**config.mk**
```make
export PLATFORM = sky130hd
export DESIGN_NAME = cache_config_regs
export DESIGN_NICKNAME = d
export VERILOG_FILES = /design/src/verilog/cfg_pkg.sv /design/src/verilog/cache_config_regs.sv /design/src/verilog/pin_filter.sv
export SDC_FILE = /design/constraint.sdc
export NUM_CORES = 1
export LEC_CHECK = 0
export ABC_AREA = 1
export BUFFER_PORTS_ARGS = -buffer_cell sky130_fd_sc_hd__buf_4
export CAP_MARGIN = 25
export CORE_MARGIN = 2
export CORE_UTILIZATION = 40
export CTS_BUF_LIST = sky130_fd_sc_hd__clkbuf_16
export DETAILED_ROUTE_END_ITERATION = 7
export PLACE_DENSITY = 0.71
export RECOVER_POWER = 25
export SYNTH_ARGS = -nofsm -noshare
export SYNTH_HDL_FRONTEND = slang
export SYNTH_SLANG_ARGS = --single-unit
```
**constraint.sdc**
```tcl
create_clock -name mclk_i -period 0.9 [get_ports mclk_i]
set_input_delay 0.045 -clock mclk_i [delete_from_list [all_inputs] [get_ports mclk_i]]
set_output_delay 0.045 -clock mclk_i [all_outputs]
set_load 0.01 [all_outputs]
```
**src/verilog/cfg_pkg.sv**
```systemverilog
// constants for the cache and extension configuration register pair
// assumes a single 25 MHz core clock and a word-wide register port
package cfg_pkg;

  // register port geometry
  localparam int ADDR_W = 8;
  localparam int DATA_W = 32;

  // byte offsets of the registers on the plain register port
  localparam logic [7:0] CACHE_CONFIG_TWO_OFS = 8'h00;
  localparam logic [7:0] EXTENSION_CONFIG_OFS = 8'h04;
  localparam logic [7:0] CFG_CTRL_OFS = 8'h08;
  localparam logic [7:0] L2_GEOMETRY_OFS = 8'h0c;

  // cache_config_two field positions
  localparam int CC2_CONT_BIT = 31;
  localparam int CC2_L3_RSV_LSB = 28;
  localparam int CC2_L3_SET_LSB = 24;
  localparam int CC2_L3_LINE_LSB = 20;
  localparam int CC2_L3_WAY_LSB = 16;
  localparam int CC2_L2_RSV_LSB = 13;
  localparam int CC2_BYPASS_BIT = 12;
  localparam int CC2_L2_SET_LSB = 8;
  localparam int CC2_L2_LINE_LSB = 4;
  localparam int CC2_L2_WAY_LSB = 0;

  // fixed values of cache_config_two
  localparam logic CC2_CONT_VAL = 1'b1;
  localparam logic [2:0] L3_RSV_VAL = 3'h0;
  localparam logic [3:0] L3_SET_VAL = 4'h0;
  localparam logic [3:0] L3_LINE_VAL = 4'h0;
  localparam logic [3:0] L3_WAY_VAL = 4'h0;
  localparam logic [2:0] L2_RSV_VAL = 3'h0;

  // build-time secondary cache geometry, loaded at reset
  localparam logic [3:0] L2_SET_RST = 4'h2;
  localparam logic [3:0] L2_LINE_RST = 4'h4;
  localparam logic [3:0] L2_WAY_RST = 4'h7;
  localparam logic BYPASS_RST = 1'b0;
  localparam logic WC_RST = 1'b0;

  // extension_config field positions
  localparam int EXT_CONT_BIT = 31;
  localparam int EXT_USER_LOCAL_BIT = 13;
  localparam int EXT_SP_REV2_BIT = 11;
  localparam int EXT_SP_EXT_BIT = 10;
  localparam int EXT_CONTEXT_BIT = 9;
  localparam int EXT_IRQ_CTRL_BIT = 6;
  localparam int EXT_VECT_IRQ_BIT = 5;
  localparam int EXT_SMALL_PAGE_BIT = 4;
  localparam int EXT_DEV_MAP_BIT = 3;
  localparam int EXT_MTHREAD_BIT = 2;
  localparam int EXT_SECURE_BIT = 1;
  localparam int EXT_TRACE_BIT = 0;

  // fixed extension_config flag values
  localparam logic EXT_CONT_VAL = 1'b0;
  localparam logic USER_LOCAL_VAL = 1'b1;
  localparam logic SP_REV2_VAL = 1'b1;
  localparam logic SP_EXT_VAL = 1'b1;
  localparam logic CONTEXT_VAL = 1'b1;
  localparam logic VECT_IRQ_VAL = 1'b1;
  localparam logic SMALL_PAGE_VAL = 1'b0;
  localparam logic DEV_MAP_VAL = 1'b1;
  localparam logic MTHREAD_VAL = 1'b0;
  localparam logic SECURE_VAL = 1'b0;
  localparam logic TRACE_VAL = 1'b0;

  // control register bit positions
  localparam int CTRL_WC_BIT = 0;
  localparam int CTRL_REQ_BIT = 1;

  // geometry decode bases
  localparam int SETS_BASE = 64;
  localparam int LINE_BASE = 2;

  // pin filter depth and idle level
  localparam int SYNC_STAGES = 3;
  localparam logic SYNC_RST = 1'b0;

endpackage : cfg_pkg

```
**src/verilog/cache_config_regs.sv**
```systemverilog
// cache geometry and extension configuration register pair
// assumes a word-wide register port on mclk_i with one-cycle strobes,
// and an outer cache controller that answers the bypass request
//
// What this block does
// - cache_config_two bit 31 reads one
// - bits 30:28 read zero, read-only
// - tertiary cache codes read zero: none exists
// - bits 15:13 read zero, read-only
// - writing bit 12 high raises bypass request
// - bit 12 reads acknowledge level, not written value
// - bit 12 reads zero until acknowledge arrives
// - secondary cache geometry preset in bits 11:0
// - extension_config is a read-only feature register
// - extension flags at their fixed bit places
// - decode: sets 64<<s, line 2<<l, ways a+1
// - extension_config continuation bit reads zero
// - interrupt controller flag follows its core input
`timescale 1ns/1ps
module cache_config_regs (
  input wire logic mclk_i,
  input wire logic rst_n_i,
  input wire logic [7:0] reg_addr_i,
  input wire logic [31:0] reg_wdata_i,
  input wire logic reg_wr_i,
  input wire logic reg_rd_i,
  output logic [31:0] reg_rdata_o,
  output logic bypass_request_out_o,
  input wire logic bypass_ack_in_i,
  input wire logic eic_present_i,
  output logic writable_cfg_enable_o,
  output logic l2_present_o,
  output logic [15:0] l2_sets_o,
  output logic [15:0] l2_line_bytes_o,
  output logic [4:0] l2_ways_o
);

  // the whole register state of the block
  typedef struct packed {
    logic [31:0] rdata; // read data, valid one cycle after a read
    logic bypass_req; // request level toward the outer cache
    logic wc_en; // lets software rewrite the geometry
    logic [3:0] l2_set; // secondary cache set code
    logic [3:0] l2_line; // secondary cache line code
    logic [3:0] l2_way; // secondary cache way code
    logic present; // decoded: a secondary cache exists
    logic [15:0] sets; // decoded sets per way
    logic [15:0] line_bytes; // decoded bytes per line
    logic [4:0] ways; // decoded way count
  } regs_type;

  regs_type cur; // registered state
  regs_type next_cur; // next state

  logic ack_level; // filtered acknowledge from the outer cache
  logic eic_level; // filtered controller-present strap
  logic [31:0] cc2_word; // assembled cache_config_two
  logic [31:0] ext_word; // assembled extension_config
  logic [31:0] ctrl_word; // assembled control word
  logic [31:0] geom_word; // decoded geometry readback
  logic [31:0] read_mux; // selected word for a read

  // sets per way from a set code
  function automatic logic [15:0] sets_of(input logic [3:0] code);
    logic [15:0] base;
    base = 16'(cfg_pkg::SETS_BASE);
    // codes above 9 overflow 16 bits; the top is simply dropped
    sets_of = base << code;
  endfunction : sets_of

  // bytes per line from a line code, zero meaning no cache
  function automatic logic [15:0] line_of(input logic [3:0] code);
    logic [15:0] base;
    base = 16'(cfg_pkg::LINE_BASE);
    if (code == 4'h0) begin
      line_of = 16'h0000;
    end else begin
      line_of = base << code;
    end
  endfunction : line_of

  // number of ways from a way code
  function automatic logic [4:0] ways_of(input logic [3:0] code);
    ways_of = {1'b0, code} + 5'h01;
  endfunction : ways_of

  // acknowledge from the outer cache arrives on its own timing
  pin_filter ack_filter (
    .mclk_i(mclk_i),
    .rst_n_i(rst_n_i),
    .pin_i(bypass_ack_in_i),
    .level_o(ack_level)
  );

  // the strap is a system level, filtered the same way
  pin_filter eic_filter (
    .mclk_i(mclk_i),
    .rst_n_i(rst_n_i),
    .pin_i(eic_present_i),
    .level_o(eic_level)
  );

  // assemble cache_config_two from fixed and live fields
  always_comb begin
    cc2_word = 32'h0000_0000;
    // continuation: extension_config follows
    cc2_word[cfg_pkg::CC2_CONT_BIT] = cfg_pkg::CC2_CONT_VAL;
    // tertiary reserved bits are constant
    cc2_word[cfg_pkg::CC2_L3_RSV_LSB +: 3] = cfg_pkg::L3_RSV_VAL;
    // no tertiary cache, so all three codes are zero
    cc2_word[cfg_pkg::CC2_L3_SET_LSB +: 4] = cfg_pkg::L3_SET_VAL;
    cc2_word[cfg_pkg::CC2_L3_LINE_LSB +: 4] = cfg_pkg::L3_LINE_VAL;
    cc2_word[cfg_pkg::CC2_L3_WAY_LSB +: 4] = cfg_pkg::L3_WAY_VAL;
    // secondary reserved bits are constant
    cc2_word[cfg_pkg::CC2_L2_RSV_LSB +: 3] = cfg_pkg::L2_RSV_VAL;
    // bypass bit shows the acknowledge, never the written value;
    // so a fresh request reads zero until the outer cache answers
    cc2_word[cfg_pkg::CC2_BYPASS_BIT] = ack_level;
    // geometry codes as held
    cc2_word[cfg_pkg::CC2_L2_SET_LSB +: 4] = cur.l2_set;
    cc2_word[cfg_pkg::CC2_L2_LINE_LSB +: 4] = cur.l2_line;
    cc2_word[cfg_pkg::CC2_L2_WAY_LSB +: 4] = cur.l2_way;
  end

  // assemble extension_config; every bit is read-only
  always_comb begin
    ext_word = 32'h0000_0000; // 30:14, 12 and 8:7 stay zero
    // no further configuration register follows
    ext_word[cfg_pkg::EXT_CONT_BIT] = cfg_pkg::EXT_CONT_VAL;
    ext_word[cfg_pkg::EXT_USER_LOCAL_BIT] = cfg_pkg::USER_LOCAL_VAL;
    ext_word[cfg_pkg::EXT_SP_REV2_BIT] = cfg_pkg::SP_REV2_VAL;
    ext_word[cfg_pkg::EXT_SP_EXT_BIT] = cfg_pkg::SP_EXT_VAL;
    ext_word[cfg_pkg::EXT_CONTEXT_BIT] = cfg_pkg::CONTEXT_VAL;
    // follows the system strap, after filtering
    ext_word[cfg_pkg::EXT_IRQ_CTRL_BIT] = eic_level;
    ext_word[cfg_pkg::EXT_VECT_IRQ_BIT] = cfg_pkg::VECT_IRQ_VAL;
    ext_word[cfg_pkg::EXT_SMALL_PAGE_BIT] = cfg_pkg::SMALL_PAGE_VAL;
    ext_word[cfg_pkg::EXT_DEV_MAP_BIT] = cfg_pkg::DEV_MAP_VAL;
    ext_word[cfg_pkg::EXT_MTHREAD_BIT] = cfg_pkg::MTHREAD_VAL;
    ext_word[cfg_pkg::EXT_SECURE_BIT] = cfg_pkg::SECURE_VAL;
    ext_word[cfg_pkg::EXT_TRACE_BIT] = cfg_pkg::TRACE_VAL;
  end

  // control word: enable and the raw request level
  always_comb begin
    ctrl_word = 32'h0000_0000;
    ctrl_word[cfg_pkg::CTRL_WC_BIT] = cur.wc_en;
    // lets software see a request still waiting for its answer
    ctrl_word[cfg_pkg::CTRL_REQ_BIT] = cur.bypass_req;
  end

  // decoded geometry readback: ways, line bytes, present flag
  always_comb begin
    geom_word = 32'h0000_0000;
    geom_word[15:0] = cur.line_bytes;
    geom_word[20:16] = cur.ways;
    geom_word[31] = cur.present;
  end

  // read select; unmapped offsets read as zero
  always_comb begin
    case (reg_addr_i)
      cfg_pkg::CACHE_CONFIG_TWO_OFS: begin
        read_mux = cc2_word;
      end
      cfg_pkg::EXTENSION_CONFIG_OFS: begin
        read_mux = ext_word;
      end
      cfg_pkg::CFG_CTRL_OFS: begin
        read_mux = ctrl_word;
      end
      cfg_pkg::L2_GEOMETRY_OFS: begin
        read_mux = geom_word;
      end
      default: begin
        read_mux = 32'h0000_0000;
      end
    endcase
  end

  // next-state logic for every held bit
  always_comb begin
    next_cur = cur;
    // read data only stand in the cycle after the strobe
    if (reg_rd_i) begin
      next_cur.rdata = read_mux;
    end else begin
      next_cur.rdata = 32'h0000_0000;
    end
    // writes; read-only offsets simply drop the data
    if (reg_wr_i) begin
      case (reg_addr_i)
        cfg_pkg::CACHE_CONFIG_TWO_OFS: begin
          // the request holds whatever was last written, so a zero
          // withdraws it and the outer cache may leave bypass
          next_cur.bypass_req =
            reg_wdata_i[cfg_pkg::CC2_BYPASS_BIT];
          // geometry is fixed unless the enable is on
          if (cur.wc_en) begin
            next_cur.l2_set =
              reg_wdata_i[cfg_pkg::CC2_L2_SET_LSB +: 4];
            next_cur.l2_line =
              reg_wdata_i[cfg_pkg::CC2_L2_LINE_LSB +: 4];
            next_cur.l2_way =
              reg_wdata_i[cfg_pkg::CC2_L2_WAY_LSB +: 4];
          end
        end
        cfg_pkg::CFG_CTRL_OFS: begin
          next_cur.wc_en = reg_wdata_i[cfg_pkg::CTRL_WC_BIT];
        end
        default: begin
          // extension_config and unmapped offsets ignore writes
          next_cur.wc_en = cur.wc_en;
        end
      endcase
    end
    // decode held one cycle behind the codes; a trade of one
    // cycle of lag for short paths into the cache sizing logic
    next_cur.present = (cur.l2_line != 4'h0);
    next_cur.sets = sets_of(cur.l2_set);
    next_cur.line_bytes = line_of(cur.l2_line);
    next_cur.ways = ways_of(cur.l2_way);
  end

  // synchronous reset: request low, geometry preset
  always_ff @(posedge mclk_i) begin
    if (!rst_n_i) begin
      cur.rdata <= 32'h0000_0000;
      cur.bypass_req <= cfg_pkg::BYPASS_RST;
      cur.wc_en <= cfg_pkg::WC_RST;
      cur.l2_set <= cfg_pkg::L2_SET_RST;
      cur.l2_line <= cfg_pkg::L2_LINE_RST;
      cur.l2_way <= cfg_pkg::L2_WAY_RST;
      cur.present <= 1'b0;
      cur.sets <= 16'h0000;
      cur.line_bytes <= 16'h0000;
      cur.ways <= 5'h00;
    end else begin
      cur <= next_cur;
    end
  end

  // outputs straight from flip-flops
  assign reg_rdata_o = cur.rdata;
  // the outer cache obeys this level and answers on its pin
  assign bypass_request_out_o = cur.bypass_req;
  assign writable_cfg_enable_o = cur.wc_en;
  assign l2_present_o = cur.present;
  assign l2_sets_o = cur.sets;
  assign l2_line_bytes_o = cur.line_bytes;
  assign l2_ways_o = cur.ways;

endmodule : cache_config_regs

```
**src/verilog/pin_filter.sv**
```systemverilog
// three-flop input filter for a level from outside the clock domain
// assumes the level is slow compared with the core clock
`timescale 1ns/1ps
module pin_filter (
  input wire logic mclk_i,
  input wire logic rst_n_i,
  input wire logic pin_i,
  output logic level_o
);

  // all filter state in one word
  typedef struct packed {
    logic s1; // first stage, read only by the second
    logic s2; // second stage
    logic s3; // third stage
    logic lvl; // accepted level
  } filt_type;

  filt_type cur;
  filt_type next_cur;

  // accept a change only when stages two and three agree
  always_comb begin
    next_cur = cur;
    next_cur.s1 = pin_i;
    next_cur.s2 = cur.s1;
    next_cur.s3 = cur.s2;
    if (cur.s2 == cur.s3) begin
      next_cur.lvl = cur.s3;
    end
  end

  // synchronous reset to the idle level
  always_ff @(posedge mclk_i) begin
    if (!rst_n_i) begin
      cur <= '{s1: cfg_pkg::SYNC_RST, s2: cfg_pkg::SYNC_RST,
               s3: cfg_pkg::SYNC_RST, lvl: cfg_pkg::SYNC_RST};
    end else begin
      cur <= next_cur;
    end
  end

  assign level_o = cur.lvl;

endmodule : pin_filter

```
# After elaboration in Yosys (flattened, before gate mapping)
# Cells that the tools add are included.
[totals]
reg_bits = 92
inputBits = 46
wordCells = 36
[op_classes]
n_addsub = 1
n_eq_ne = 5
shifts = 2
n_mux = 1
bitwise = 1
n_reduce_logical = 8
[ops]
columns = ["operator", "n"]
rows = [
  ["$pmux W32 S4", 1],
  ["$eq A8 B4 Y1 const B", 2],
  ["$shl A2 B4 Y16 const A", 1],
  ["$shl A7 B4 Y16 const A", 1],
  ["$eq A8 B3 Y1 const B", 1],
  ["$logic_not A8 Y1", 1],
  ["$reduce_and A2 Y1", 3],
  ["$add A4 B1 Y5 const B", 1],
  ["$logic_not A4 Y1", 1],
  ["$reduce_bool A4 Y1", 1],
  ["$reduce_and A3 Y1", 1],
  ["$eq A1 B1 Y1", 2],
  ["$reduce_or A2 Y1", 1],
  ["$not A1 Y1", 1],
]

# Longest topological paths before layout
# Gate-level depths: netlist (run 1).
[logic_depth]
depth_word = 2
depth_mapped = 9

# Cells and area by module
# Synthesis (run 1) repeated with hierarchy kept, for this count alone.
[unflattened]
hier_cells = 343
hier_area_um2 = 2826.5
[by_module_without_submodules]
columns = ["module", "n_inst", "cells_each", "area_per_inst_um2", "seq_area_each_um2"]
rows = [
  ["cache_config_regs", 1, 317, 2593.7, 1341.3],
  ["pin_filter", 2, 13, 116.4, 80.1],
]

# Worst setup path after synthesis (run 1)
# No wires, ideal clock.
[synth_timing]
path_kind = "flip-flop to flip-flop"
start = "register cur (netlist bit writable_cfg_enable_o)"
end = "register cur (netlist bit cc2_word[10])"
setup_ps = 70
arrival_time_ps = 969
slack_ps = -139
stages_incl_launch_ff = 6
path_buffers = 1
synth_period_minus_slack_ps = 1039
cell_sequence = "dfxtp_1 -> nand2_1 -> inv_1 -> buf_2 -> nand3_2 -> a21oi_1"
[synth_via]
elab_chain_cells = 1
[synth_rtl]
columns = ["item", "line", "rtl"]
rows = [
  ["from (decl)", "cache_config_regs.sv:52", "regs_type cur;"],
  ["from (signal assigned)", "cache_config_regs.sv:239", "cur <= next_cur;"],
  ["$reduce_and A3 Y1 (no source line)", "-", ""],
]
# No other way between the ends.
# A chain may end at the register's enable or synchronous reset.

# Final worst setup path (run 1)
[layout_timing]
start = "register cur (netlist bit writable_cfg_enable_o)"
end = "output port writable_cfg_enable_o"
[layout_rtl]
columns = ["item", "line", "rtl"]
rows = [
  ["to (decl)", "cache_config_regs.sv:31", "output logic writable_cfg_enable_o,"],
]
# No word-level cell between the ends.

==> impl_metrics.yaml, run 1 <==
cts:
  clockBufferDepth: 2
  h-tree-depth: 3
  cts_buffers: 9
  cts.sink_count: 75
  cts_tree: "yes"
  path_clk_slew_ns: 0.05
  cts_root_buffer: "clkbuf_16"
  clkLatencyLatePin_ns: 0.33
die:
  io_pins: 118
  fp.coreArea_um2: 6869
  floorplan.rows: 30
  fp.dieH_um: 88.73
  die_area_um2: 7872
  start_util_pct: 41.80
  die_w_um: 88.73
synth:
  synthCells: 349
  seq_area_frac_synth_pct: 52.29
  syn_area_um2: 2872
  synth_edf_count: 0
  yosys.area_share.simple_pct: 31.37
  synth_flop_cell: "dfxtp_1"
  async_flop_share_pct: 0
  yosysTopAreaCell: "dfxtp_1"
  syn_avg_cell_area_um2: 8.228
  synth_top_family_by_area: "simple AND/OR/NAND/NOR gates"
  synth_compound_area_share_pct: 3.181
  synthAdderAreaFrac_pct: 0.4357
  ys_warn_count: 0
  synth_xor_area_share_pct: 0
  synth_top_area_share_pct: 52.29
  muxShareOfSynthArea_pct: 0
  ys_ff_latch: 75
  ys_types: 21
  synth.area.top_cells: "dfxtp_1 (52%), nand2_1 (9.8%), nor2_1 (5.2%)"
power_and_ir_drop:
  power_uw: 7024
  ir_drop_v: 0.0009565
  p_leak_uw: 0.001909
  powerDensity_nw_per_um2: 1666
worst_setup_path:
  required_ns: 0.85
  start_kind: "register"
  slowest_stage: "dfxtp_2"
  crit_chain: "buf_6 -> buf_6"
  worstPathMaxFanout: 2
  cp_data_arrival_time_ns: 0.87
  end_kind: "output port"
  path_class: "register to output port"
  max_stage_delay_ns: 0.32
  worst_path_most_repeated_cell: "buf_6"
sta:
  min_period_over_period_pct: 101.1
  finalMaxSlewViolations: 0
  tns_ns: -0.01935
  rsz0062_at_grt: "true"
  clock_skew_ns: 0.002959
  setup_viol: 3
  fin_crit_ns: 0.9103
  hold_viol: 0
  layout_setup_ws_ns: -0.01032
  max_freq_mhz: 1099
routing:
  vias: 2416
  viasPerCell: 4.276
  drtIter0Drc: 50
  totalWireLength_mm: 6.470
  ant_nets: 0
  drt-pass1-iter-count: 4
  drc: 0
  wire_per_inst_um: 11.45
placed_design:
  portBuffers: 81
  dp_hpwl_mm: 4.740
  gp_congestion: 0.8821
  dp.cells: 534
layout:
  insertedDiodeCount: 0
  final_cell_count_no_fill: 565
  fin_nets: 512
  area_growth_pct: 46.84
  drive_gt1_share_pct: 39.02
run_status:
  status: "complete, but fails checks"
  violations: "setup timing"
grt:
  grt_max_degree: 22
  grt_use_total_pct: 16.72
  overflow: 0
  grt_pass1_vias: 2213
  grt_pass1_wl_mm: 9.942
  antenna_found_initial: 0
job:
  maxCapViolations: 0
hold_path:
  min_path_type: "input port to register"
-- power by group --
part           internal [uW]  total, uW  switching [uW]
logic                    169        334             165
clock network           2080       3330            1250
registers               3350       3360            10.9
total                   5600       7020            1430
-- flip-flops by register name, summed over array words and instances, names as in the netlist --
| register | count |
|---|---|
| reg_rdata_o | 22 |
| l2_line_bytes_o | 15 |
| cc2_word | 12 |
| l2_sets_o | 10 |
| l2_ways_o | 5 |
| ack_filter.cur | 3 |
| eic_filter.cur | 3 |
| ack_filter.level_o | 1 |
| bypass_request_out_o | 1 |
| eic_filter.level_o | 1 |
| l2_present_o | 1 |
| writable_cfg_enable_o | 1 |
-- cells in the mapped netlist, types with 5 or more instances --
library cell and number:
a21oi_1 14, dfxtp_1 75, nor2_4 5, nor2_2 22, nand2_2 7, nor3_1 12, buf_4 18, inv_1 37
nand3_1 20, nand3_2 6, nand2_1 75, nor2_1 40
-- critical path, delay by kind of cell (launching register included) --
| family | cells | cell delay, ns |
|---|---|---|
| flops | 1 | 0.32 |
| buf+inv | 2 | 0.22 |
-- cell families (layout without fill, tap and decap cells) --
kind of cell | count (synthesis) | count (layout)
adder cells (fa/ha/maj) | 1 | 1
AO/OA/AOI/OAI | 18 | 18
flip-flops | 75 | 75
AND/OR/NAND/NOR | 188 | 188
other | 1 | 18
buffers and inverters | 66 | 169
-- per-stage QoR --
step	cell area (um2)	setup slack [ns]	hold slack [ns]	utilization, %
after floorplan	2952	-0.007356	0.1426	-
after global placement	3657	-0.1917	0.2277	53.24
after detailed placement	3657	-0.2161	0.2297	53.24
after CTS	4095	-0.01060	0.003761	59.62
after global routing	4217	-0.05997	0.01260	61.38
final	4217	-0.01032	0.004520	61.38
-- placed cells by master (no fill, tap or decap), types with 10 or more instances in the layout --
master         instances
buf_4                 95
nand2_2               11
nand2_1               70
clkbuf_16             10
dfxtp_1               69
nand3_1               18
dlygate4sd3_1         14
conb_1                18
a21oi_1               10
inv_1                 35
nor2_1                39
nor2_2                22
-- cell type report --
class / instances / area [um2]
multi-input cells: 225 / 1170
well taps: 96 / 120.1
flip-flops and latches: 75 / 1509
clock inverters: 6 / 50.05
clock buffers: 9 / 225.2
fillers: 584 / 2653
inverters: 37 / 141.4
repair buffers: 117 / 1001
-- repair_timing --
item                       in CTS  in global routing
hold buffers                   13                  1
pin swaps                       2                  7
cloned                          0                  1
hold endpoints to repair       13                  1
resized for setup               6                 25
buffers inserted                1                  0
setup endpoints to repair       3                 27
-- worst paths after layout --
kind / start / end / slack, ns / cells past startpoint
worst min register to register: eic_filter.cur[3]$_SDFF_PN0_ / eic_filter.cur[2]$_SDFF_PN0_ / 0.42 / 2
worst min-delay path: reg_wdata_i[5] / cc2_word[5]$_SDFFE_PN0P_ / 0.005 / 3
worst max register to register: writable_cfg_enable_o$_SDFFE_PN0P_ / cc2_word[3]$_SDFFE_PN0P_ / -0.01 / 5
worst max-delay path: writable_cfg_enable_o$_SDFFE_PN0P_ / writable_cfg_enable_o / -0.01 / 2
-- per-layer routing --
layer | wire length (um) | GRT usage, %
met1 | 2772 | 20.03
met2 | 3228 | 28.22
met3 | 361 | 4.757
met4 | 108 | 6.612
met5 | 0 | 0
Power figures use the tool's default switching activity.
==> run 2, diff against run 1 <==
==> constraint.sdc (replaced) <==
create_clock -name mclk_i -period 0.8 [get_ports mclk_i]
set_input_delay 0.04 -clock mclk_i [delete_from_list [all_inputs] [get_ports mclk_i]]
set_output_delay 0.04 -clock mclk_i [all_outputs]
set_load 0.01 [all_outputs]
==> run 2 against run 1 <==
Effect of this change:
- the run still ends with setup timing left
- critical path depth grew 2
- core utilization rose by 13 points
- sequential share of layout area decreased by 4.4 points
- final cell count is 2.7% higher
- flip-flop and latch count stayed put
- hold slack improved by 0.0095 ns
- combinational power is 32% higher
==> impl_metrics.yaml, run 2 (synthesis results as in run 1) <==
run_status:
  status: "complete, but fails checks"
  violations: "setup timing"
placed_design:
  place_ws_ns: -0.3435
  gp_congestion: 0.9404
  dp_hpwl_mm: 4.866
  portBuffers: 81
  place_area_um2: 3725
layout:
  layout_common_cells: "buf_6 (67), dfxtp_2 (62), nand2_1 (57), buf_4 (38)"
  layout_commonest_cell: "buf_6"
  largest_reg_flops: 22
  insertedDiodeCount: 0
  area_growth_pct: 76.82
  fin_nets: 526
  drive_gt1_share_pct: 64.05
  finalInstanceArea_um2: 5077
worst_setup_path:
  max_stage_delay_ns: 0.35
  cpLargestDelayFamily: "flip-flops"
  crit_chain: "inv_2 -> a31oi_4 -> nand2_2 -> nor3_2"
  worstPathMaxFanout: 3
  start_kind: "register"
  end_kind: "register"
  reg2reg_slack_ns: -0.16
  cp.buffers_inverters: 1
  required_ns: 1.05
  path_class: "register to register"
  cp_data_arrival_time_ns: 1.21
  slowest_stage: "dfxtp_2"
grt:
  grt_pass1_vias: 2425
  grt_use_total_pct: 19.81
  antenna_found_initial: 0
  grt_pass1_wl_mm: 11.67
  overflow: 0
  grt_max_degree: 22
sta:
  whs_ns: 0.01404
  max_freq_mhz: 1044
  hold_viol: 0
  finalMaxSlewViolations: 0
  layout_setup_ws_ns: -0.1576
  setup_viol: 82
  clock_skew_ns: 0.007866
  rsz0062_at_grt: "true"
  tns_ns: -3.566
  min_period_over_period_pct: 119.7
  fin_crit_ns: 0.9576
die:
  fp.dieH_um: 88.73
  floorplan.rows: 30
  die_area_um2: 7872
  fp.coreArea_um2: 6869
  io_pins: 118
  start_util_pct: 41.80
  die_w_um: 88.73
routing:
  wire_per_inst_um: 15.12
  drtIter0Drc: 85
  totalWireLength_mm: 8.767
  viasPerCell: 4.678
  drc: 0
  drt-pass1-iter-count: 4
  vias: 2713
  ant_nets: 0
hold_path:
  min_path_type: "input port to register"
cts:
  cts.sink_count: 75
  path_clk_slew_ns: 0.06
  clkLatencyLatePin_ns: 0.34
  cts_root_buffer: "clkbuf_16"
  h-tree-depth: 3
  clockBufferDepth: 2
  cts_buffers: 9
  cts_tree: "yes"
power_and_ir_drop:
  p_leak_uw: 0.002143
  powerDensity_nw_per_um2: 1610
  ir_drop_v: 0.001130
job:
  maxCapViolations: 0
==> run 2: cell types whose count changed in the layout (fill, tap and decap cells not counted), moves of 12 or more <==
cell / previous run / this run
buf_6: 2 / 67
nor2_4: 6 / 27
dfxtp_1: 69 / 9
dfxtp_2: 6 / 62
nand2_1: 70 / 57
buf_4: 95 / 38
nand3_1: 18 / 6
nor2_1: 39 / 26
==> run 2: power breakdown <==
part	internal (uW)	switching, uW
sequential	3750	16.2
clock	2400	1570
combinational	221	219
total	6370	1810
==> run 2: tightest hold or removal path: cells and delay by family <==
kind	cells	cell delay [ns]
buffers and inverters	1	0.12
AOI/OAI and AO/OA	1	0.04
and+or+nand+nor	2	0.10
==> run 2: layer usage <==
layer | part of all wire, % | GRT usage (%)
met5 | 0 | 0
met4 | 4.4 | 10.06
met3 | 4.4 | 4.291
met2 | 54 | 33.85
met1 | 37 | 23.32
==> run 2: path summary, 6_finish.rpt <==
path,start,endpoint,cells after the start
min reg2reg,eic_filter.cur[3]$_SDFF_PN0_,eic_filter.cur[2]$_SDFF_PN0_,2
max reg2reg,cc2_word[6]$_SDFFE_PN1P_,l2_line_bytes_o[2]$_SDFF_PP0_,4
min,reg_wr_i,bypass_request_out_o$_SDFFE_PN0P_,4
max,cc2_word[6]$_SDFFE_PN1P_,l2_line_bytes_o[2]$_SDFF_PP0_,4
==> run 2: repair_timing <==
item                       4_1_cts  5_1_grt
setup endpoints to repair       93      120
resized for setup              145      108
hold endpoints to repair        16        0
hold buffers                    16        0
gates cloned                     0        3
setup buffers                    1        5
pin swaps                       14       31
==> run 2: final cells by class <==
class	instances	area [um2]
inverter	37	151.4
timing repair buffer	131	1400
tap	96	120.1
multi-input combinational	225	1516
fill	404	1792
clock buffer	9	225.2
sequential	75	1594
clock inverter	7	70.07
==> run 2: stage by stage <==
step	utilization, %	std cells	total power [uW]
2_1_floorplan	-	366	4047
3_3_place_gp	54.23	540	4164
3_5_place_dp	54.23	540	4170
4_1_cts	67.25	573	8129
5_1_grt	73.92	580	8411
6_report	73.92	580	8176
